### src/shared/pcs_pkg.sv
// constants for the port change-status, driver-disable and input block
// assumes a 32-bit AXI4-Lite register bus and one system clock

package pcs_pkg;

	localparam int PORT_COUNT = 3;
	localparam int PIN_COUNT = 16;
	localparam int ADDR_W = 8;
	localparam int DATA_W = 32;

	// register byte offsets
	localparam logic [7:0] SUMMARY_OFF = 8'h00;
	localparam logic [7:0] DRV_BASE_OFF = 8'h04;
	localparam logic [7:0] IN_BASE_OFF = 8'h10;
	localparam logic [7:0] IRQ_STAT_OFF = 8'h1C;
	localparam logic [7:0] IRQ_MASK_OFF = 8'h20;
	localparam logic [7:0] REG_STRIDE = 8'h04;

	// summary field positions, one per port, then the lowest reserved bit
	localparam int SUM_BIT_A = 0;
	localparam int SUM_BIT_B = 1;
	localparam int SUM_BIT_C = 2;
	localparam int SUM_RESERVED_LO = 3;

	// values after reset
	localparam logic [15:0] DRV_DIS_RESET = 16'hFFFF;
	localparam logic [15:0] PIN_RESET = 16'h0000;
	localparam logic [2:0] FLAG_RESET = 3'h0;

	localparam logic [1:0] RESP_OKAY = 2'h0;
	localparam logic [1:0] RESP_SLVERR = 2'h2;

endpackage

### src/pcs_port_status.sv
// port change-status summary, pin driver disable and pin input value
// assumes per-pin change flags and output latch values come from logic
// on the same clock; pin inputs are asynchronous and are synchronised here
`timescale 1ns/1ps

// How it works
// (RQ1) port C change sets summary bit 2
// (RQ2) port B change sets summary bit 1
// (RQ3) port A change sets summary bit 0
// (RQ4) summary zero when no flags remain set
// (RQ5) summary bits 15 to 3 read zero
// (RQ6) disable bit one stops latch driving pin
// (RQ7) input register reads current pin value
// (RQ8) any per-pin flag sets port summary
// (RQ9) summary clears once all port flags clear
// (RQ10) software writes never alter summary flags
module pcs_port_status #(
	parameter int PIN_COUNT = pcs_pkg::PIN_COUNT
) (
	input wire logic clock,
	input wire logic resetn,
	input wire logic clockEnable,
	input wire logic [pcs_pkg::ADDR_W-1:0] awaddr,
	input wire logic awvalid,
	output logic awready,
	input wire logic [31:0] wdata,
	input wire logic [3:0] wstrb,
	input wire logic wvalid,
	output logic wready,
	output logic [1:0] bresp,
	output logic bvalid,
	input wire logic bready,
	input wire logic [pcs_pkg::ADDR_W-1:0] araddr,
	input wire logic arvalid,
	output logic arready,
	output logic [31:0] rdata,
	output logic [1:0] rresp,
	output logic rvalid,
	input wire logic rready,
	input wire logic [2:0][PIN_COUNT-1:0] perPinChangeFlag,
	input wire logic [2:0][PIN_COUNT-1:0] outputLatchValue,
	input wire logic [2:0][PIN_COUNT-1:0] pinIn,
	output logic [2:0][PIN_COUNT-1:0] pinOut,
	output logic [2:0][PIN_COUNT-1:0] pinOe,
	output logic irq
);

	localparam int P = pcs_pkg::PORT_COUNT;
	localparam int N = PIN_COUNT;

	// byte lanes above bit 15 never exist in these registers
	if (PIN_COUNT < 1 || PIN_COUNT > 16) begin : gCheck
		$error("PIN_COUNT must be 1 to 16");
	end

	typedef struct packed {
		logic awReady;
		logic wReady;
		logic bValid;
		logic [1:0] bResp;
		logic arReady;
		logic rValid;
		logic [1:0] rResp;
		logic [31:0] rData;
		logic [P-1:0][N-1:0] drvDis;
		logic [P-1:0][N-1:0] sync1;
		logic [P-1:0][N-1:0] sync2;
		logic [P-1:0][N-1:0] pinOut;
		logic [P-1:0][N-1:0] pinOe;
		logic [P-1:0] summary;
		logic [P-1:0] status;
		logic [P-1:0] mask;
		logic irq;
	} pcs_state_type;

	pcs_state_type state_reg;
	pcs_state_type state_next;

	logic [P-1:0] summaryNow;
	logic wrFire;
	logic rdFire;

	function automatic logic [7:0] regAddr(input logic [7:0] base, input int idx);
		return base + 8'(idx) * pcs_pkg::REG_STRIDE;
	endfunction

	// two byte-lane merge of a 16-bit word under byte strobes
	function automatic logic [N-1:0] laneMerge(input logic [N-1:0] old,
		input logic [31:0] data, input logic [3:0] strb);
		logic [15:0] merged;
		merged = 16'(old);
		if (strb[0]) begin
			merged[7:0] = data[7:0];
		end
		if (strb[1]) begin
			merged[15:8] = data[15:8];
		end
		return merged[N-1:0];
	endfunction

	// summary is a pure function of the per-pin flags, so it can never be
	// set or cleared by software; it follows them one clock later
	for (genvar p = 0; p < P; p++) begin : gSummary
		assign summaryNow[p] = |perPinChangeFlag[p]; // RQ8 RQ9
	end

	assign wrFire = state_reg.awReady && state_reg.wReady;
	assign rdFire = state_reg.arReady;

	always_comb begin
		logic [7:0] wAddr;
		logic [7:0] rAddr;
		logic [31:0] rWord;
		logic rHit;
		logic wHit;
		wAddr = {awaddr[7:2], 2'h0};
		rAddr = {araddr[7:2], 2'h0};
		rWord = 32'h0000_0000;
		rHit = 1'b0;
		wHit = 1'b0;
		state_next = state_reg;

		// write channel: wait for address and data together
		// a new write waits until its response is taken: one outstanding only
		state_next.awReady = 1'b0;
		state_next.wReady = 1'b0;
		if (awvalid && wvalid && !state_reg.awReady && !state_reg.bValid) begin
			state_next.awReady = 1'b1;
			state_next.wReady = 1'b1;
		end
		if (state_reg.bValid && bready) begin
			state_next.bValid = 1'b0;
		end

		if (wrFire) begin
			for (int p = 0; p < P; p++) begin
				if (wAddr == regAddr(pcs_pkg::DRV_BASE_OFF, p)) begin
					state_next.drvDis[p] = laneMerge(state_reg.drvDis[p], wdata, wstrb);
					wHit = 1'b1;
				end
				// input registers accept writes and drop them
				if (wAddr == regAddr(pcs_pkg::IN_BASE_OFF, p)) begin
					wHit = 1'b1;
				end
			end
			// summary is read-only: the write is answered, nothing changes
			if (wAddr == pcs_pkg::SUMMARY_OFF) begin
				wHit = 1'b1; // RQ10
			end
			if (wAddr == pcs_pkg::IRQ_MASK_OFF) begin
				wHit = 1'b1;
				if (wstrb[0]) begin
					state_next.mask = wdata[P-1:0];
				end
			end
			if (wAddr == pcs_pkg::IRQ_STAT_OFF) begin
				wHit = 1'b1;
			end
			state_next.bValid = 1'b1;
			state_next.bResp = wHit ? pcs_pkg::RESP_OKAY : pcs_pkg::RESP_SLVERR;
		end

		// read channel
		state_next.arReady = 1'b0;
		if (arvalid && !state_reg.arReady && !state_reg.rValid) begin
			state_next.arReady = 1'b1;
		end
		if (state_reg.rValid && rready) begin
			state_next.rValid = 1'b0;
		end
		if (rdFire) begin
			if (rAddr == pcs_pkg::SUMMARY_OFF) begin
				rWord[P-1:0] = state_reg.summary; // RQ5
				rHit = 1'b1;
			end
			for (int p = 0; p < P; p++) begin
				if (rAddr == regAddr(pcs_pkg::DRV_BASE_OFF, p)) begin
					rWord[N-1:0] = state_reg.drvDis[p];
					rHit = 1'b1;
				end
				if (rAddr == regAddr(pcs_pkg::IN_BASE_OFF, p)) begin
					rWord[N-1:0] = state_reg.sync2[p]; // RQ7
					rHit = 1'b1;
				end
			end
			if (rAddr == pcs_pkg::IRQ_STAT_OFF) begin
				rWord[P-1:0] = state_reg.status;
				rHit = 1'b1;
			end
			if (rAddr == pcs_pkg::IRQ_MASK_OFF) begin
				rWord[P-1:0] = state_reg.mask;
				rHit = 1'b1;
			end
			state_next.rValid = 1'b1;
			state_next.rData = rWord;
			state_next.rResp = rHit ? pcs_pkg::RESP_OKAY : pcs_pkg::RESP_SLVERR;
		end

		// two-stage pin synchroniser
		// the first stage may be metastable, so only the second is read
		state_next.sync1 = pinIn;
		state_next.sync2 = state_reg.sync1; // RQ7

		state_next.summary = summaryNow; // RQ1 RQ2 RQ3 RQ4

		// rising summary raises sticky status; set beats a same-cycle clear
		if (wrFire && wAddr == pcs_pkg::IRQ_STAT_OFF && wstrb[0]) begin
			state_next.status = state_reg.status & ~wdata[P-1:0];
		end
		state_next.status = state_next.status | (summaryNow & ~state_reg.summary);
		state_next.irq = |(state_next.status & state_next.mask);

		// drive follows the new disable value on the same edge
		state_next.pinOut = outputLatchValue;
		state_next.pinOe = ~state_next.drvDis; // RQ6
	end

	// clock enable low holds every flop, bus outputs included
	always_ff @(posedge clock or negedge resetn) begin
		if (!resetn) begin
			state_reg <= '0;
			state_reg.drvDis <= {P{pcs_pkg::DRV_DIS_RESET[N-1:0]}};
			state_reg.sync1 <= {P{pcs_pkg::PIN_RESET[N-1:0]}};
			state_reg.sync2 <= {P{pcs_pkg::PIN_RESET[N-1:0]}};
			state_reg.summary <= pcs_pkg::FLAG_RESET[P-1:0];
			state_reg.status <= pcs_pkg::FLAG_RESET[P-1:0];
			state_reg.mask <= pcs_pkg::FLAG_RESET[P-1:0];
		end else if (clockEnable) begin
			state_reg <= state_next;
		end
	end

	// every output leaves a flop of the state record
	assign awready = state_reg.awReady;
	assign wready = state_reg.wReady;
	assign bvalid = state_reg.bValid;
	assign bresp = state_reg.bResp;
	assign arready = state_reg.arReady;
	assign rvalid = state_reg.rValid;
	assign rresp = state_reg.rResp;
	assign rdata = state_reg.rData;
	assign pinOut = state_reg.pinOut;
	assign pinOe = state_reg.pinOe;
	assign irq = state_reg.irq;
endmodule

### config.mk
export PLATFORM = sky130hd
export DESIGN_NAME = pcs_port_status
export DESIGN_NICKNAME = d
export VERILOG_FILES = /design/src/shared/pcs_pkg.sv /design/src/pcs_port_status.sv
export SDC_FILE = /design/constraint.sdc
export NUM_CORES = 1
export LEC_CHECK = 0
export ABC_AREA = 1
export ABC_CLOCK_PERIOD_IN_PS = 1800
export BUFFER_PORTS_ARGS = -buffer_cell sky130_fd_sc_hd__buf_2
export CAP_MARGIN = 0
export CORE_ASPECT_RATIO = 0.7
export CORE_MARGIN = 1
export CORE_UTILIZATION = 53
export DETAILED_ROUTE_END_ITERATION = 8
export PLACE_DENSITY = 0.88
export SLEW_MARGIN = 10
export SYNTH_ARGS = -nofsm -noshare
export SYNTH_HDL_FRONTEND = slang
export SYNTH_SLANG_ARGS = --single-unit
### constraint.sdc
create_clock -name clock -period 1.8 [get_ports clock]
set_input_delay 0.09 -clock clock [delete_from_list [all_inputs] [get_ports clock]]
set_output_delay 0.09 -clock clock [all_outputs]
set_load 0.02 [all_outputs]
# Word-level counts from Yosys, hierarchy flattened
# Cells that the tools add are included.
[op_classes]
n_bitwise = 7
eq_ne = 16
mux = 51
reduce_logical = 26
[ops]
columns = ["op", "count"]
rows = [
  ["$mux W16", 9],
  ["$eq A6 B3 Y1 const B", 8],
  ["$mux W48", 1],
  ["$mux W8", 6],
  ["$not A48 Y48", 1],
  ["$reduce_or A16 Y1", 3],
  ["$mux W35", 1],
  ["$eq A6 B2 Y1 const B", 4],
  ["$mux W3", 8],
  ["$mux W1", 23],
  ["$eq A6 B1 Y1 const B", 2],
  ["$eq A6 B4 Y1 const B", 2],
  ["$logic_not A6 Y1", 2],
  ["$logic_and A1 B1 Y1", 10],
  ["$and A3 B3 Y3", 3],
  ["$reduce_and A2 Y1", 4],
  ["$mux W2", 3],
  ["$not A3 Y3", 2],
  ["$logic_not A1 Y1", 4],
  ["$reduce_bool A2 Y1", 2],
  ["$or A3 B3 Y3", 1],
  ["$reduce_or A3 Y1", 1],
]
[totals]
input_bits = 204
out_inout_bits = 138
word_cells = 127
reg_bits = 275

# Longest topological paths before layout
[logic_depth]
ltp_word = 13
mapped_depth = 11
depth_no_buf = 11

# Worst setup path after synthesis
# No wires, ideal clock.
[synth_timing]
path_kind = "reg2reg"
startpoint = "register state_reg, in the netlist awready"
endpoint = "register state_reg[249] in the netlist's numbering"
period_less_slack_ns = 1.467
slack_ns = 0.333
path_buffers = 1
t_required_ns = 1.723
arrival_time_ns = 1.389
setup_ns = 0.077
path_stages_with_launch = 7
path_cell_list = "dfrtp_1 -> nand2_1 -> clkbuf_1 -> nor2_1 -> a22oi_1 -> or2_2 -> o21a_1"
[synth_via]
elab_chain_cells = 2
[synth_rtl]
columns = ["item", "line_no", "source"]
rows = [
  ["start, declared", "pcs_port_status.sv:76", "pcs_state_type state_reg;"],
  ["start signal, assigned", "pcs_port_status.sv:229", "state_reg <= state_next;"],
  ["$logic_and A1 B1 Y1", "pcs_port_status.sv:107", "assign wrFire = state_reg.awReady && state_reg.wReady;"],
  ["$mux W48", "pcs_port_status.sv:135", "if (wrFire) begin"],
]
# Every way passes these cells.
# A chain may end at the register's enable or synchronous reset.

# Worst setup path after layout
[layout_timing]
startpoint = "input port clockEnable"
endpoint = "register state_reg, in the netlist bresp[1]"
[layout_via]
elab_chain_cells = 1
[layout_rtl]
columns = ["item", "line_no", "source"]
rows = [
  ["start, declared", "pcs_port_status.sv:22", "input wire logic clockEnable,"],
  ["$reduce_and A2 Y1 (no line)", "n/a", ""],
]
# Every way passes these cells.

==> metrics.txt <==
overall routing resource usage=0.292; pre-CTS setup slack=~0.17 ns; final HPWL from detailed placement=24.8 mm; clock tree sinks=approximately 270; register area=6870 um2; cell depth of the worst flop-to-flop path=6; PD cells=1020 nW/um2; antenna violations before repair=3; type of the worst min-delay path=in -> reg; Initial Util=0.546; Slew @ Worst Pin=around 0.53 ns; highest-count cells in the layout ignoring fill and taps=517 x nand2_1, 298 x buf_2, 224 x dfrtp_1; Crit. End Element=register; Crit Path Class=in -> reg; Worst Path Max Fanout=35; clock-pin slew on the worst setup and hold paths=roughly 0.060 ns; global-route wire length before repair=58.1 mm; CTS H-tree depth=1; die width=about 190 um; pin count of the biggest net entering global routing=70; setup ws final=roughly 0.12 ns; max reg flops=105; Mapped Avg Cell Area=between 8 and 9 um2; Total Neg Setup Slack=0 ns; number of cell rows=47; GR Overflow Total=0; Final GP Congestion=between 0.8 and 0.9; Cells after Synth=1554; via count=11600; final setup fails=0; Max-slew headroom=0.649; NumNets Final=approximately 2100; CTS tree=yes; Slew Viols, Final=0; maximum clock insertion buffer count=3; footprint of the multi-input gates=4440 um2; Detailed Route Iter0 Violations=1081; post-synthesis sequential area ratio=0.526; final setup skew=approximately 0.0091 ns; Synth cell types=39; Post-Syn Area=between 10000 and 15000 um2; Max Cap Violations=0; Die ar.=around 25000 um2; CP required=~2.3 ns; post-synthesis register bit count=roughly 270; TritonCTS Buffers=27; P_leak=roughly 0.0084 uW; root buf cell=clkbuf_16; Vias/cell=5.21; area share of the largest cell type after synthesis=0.429; commonest non-fill, non-tap cell in the layout=nand2_1; RSZ-0062 raised after global routing=false; period utilization=0.931; Period minus WS final=~1.7 ns; residual DRC count=0; die height=133 um; fmax=0.596 GHz; final WL=between 30 and 40 mm; share of cells above drive strength 1=0.251; final hold vios=0; input/output buffers=about 300; outcome=complete, no violations; crit path launch type=primary input; Area Overhead vs Synth=26.7%; io pins=about 340; vias in the first global route=roughly 11000; clock latency on the worst-skew pair=between 0.5 and 0.6 ns; # Post-CTS Setup Buffers=0; Core Area=approximately 24000 um2; Max VDD drop=0.719 mV; Routed wire per std cell=16.8 um; Area contributors post-synth=dfrtp_1 43%, nand2_1 15%, dfstp_2 9.7%; 1st-pass router iterations=5; Hold Path Depth=7; Synth Warn #=0; Synth area leader=dfrtp_1; antenna-violating nets left=0; Critical Path AT=between 2 and 2.5 ns; FILL cells=about 1700
## metal layers
metal / global-route usage / part of all wire
met1: 0.383 / 0.41
met4: 0.101 / 0.033
met2: 0.493 / 0.48
met5: 0 / 0.00035
met3: 0.0487 / 0.075
## through the flow
stage               hold slack, ns  area [um2]   util  instances  total power (uW)
global placement            0.0743       14100  0.587       2020             10700
global route                0.0538       16500  0.691       2225             17500
finish                     0.00845       16600  0.692       2226             16800
floorplan                   -0.206       13100      -       1571              9970
CTS                        0.00152       16500  0.690       2224             16800
detailed placement          0.0773       14100  0.587       2020             10800
## where the power goes
| group | total, uW | switching [uW] | internal [uW] | leakage, uW |
|---|---|---|---|---|
| Clock | 5740 | 2320 | 3420 | 0.000439 |
| Combinational | 3430 | 2180 | 1250 | 0.00483 |
| Sequential | 7640 | 525 | 7110 | 0.00314 |
## logic make-up (layout without fill, tap and decap cells)
logic type	count (synthesis)	after routing	share of synthesized area
other	1	20	0.000287
and+or+nand+nor	716	716	0.226
buffers and inverters	332	667	0.140
DFF	272	272	0.526
AOI/OAI and AO/OA	233	233	0.108
## synth_stat cells
library cell and instances:
a211oi_2 7, nand2_2 8, nor3_2 5, nand2_4 3
nand3_4 1, nand2_1 517, dfstp_2 48, o21bai_1 2
o21ai_0 144, o211ai_2 12, or2_2 1, clkbuf_1 27
a21oi_1 20, a31oi_1 3, nand3_1 20, inv_2 9
nand3_2 2, dfrtp_1 224, buf_4 138, nor2_4 8
nor2_2 6, buf_6 4, a21o_1 12, a21oi_2 1
nor2_8 1, nor3b_1 1, nor4_1 3, o21ai_1 9
conb_1 1, o21a_1 4, buf_1 2, buf_2 24
inv_1 128, nand4_1 14, o211ai_1 17, nor2_1 122
a22oi_1 1, nor3_1 4, o311ai_0 1
## worst max-delay path: stages
cell	delay, ns
dlygate4sd3_1	0.56
buf_8	0.30
buf_16	0.23
nand2_1	0.10
inv_1	0.10
nor2_1	0.05
a31oi_1	0.12
dlygate4sd3_1	0.55
## worst paths after layout
kind	slack, ns	startpoint	to
worst max register to register	0.18	awready	pinOe[22]
max in group asynchronous	0.96	resetn	state_reg[213]
worst min-delay path	0.008	perPinChangeFlag[43]	state_reg[9]
worst min register to register	0.47	pinOut[4]	pinOut[4]
min in group asynchronous	0.10	resetn	pinOut[33]
worst max-delay path	0.12	clockEnable	bresp[1]
## area by class of cell
class,count,share of cell area
flip-flops and latches,272,0.415
diodes,2,0.000302
multi-input cells,967,0.268
well taps,318,0.0240
clock inverters,6,0.00635
repair buffers,483,0.208
clock buffers,41,0.0476
inverters,137,0.0312
## repair_timing
action | CTS | global route
hold buffers | 157 | 0
endpoints found under the hold margin | 375 | 0
gates resized for setup | 0 | 4
setup endpoints to repair | 0 | 1
Power figures use the tool's default switching activity.
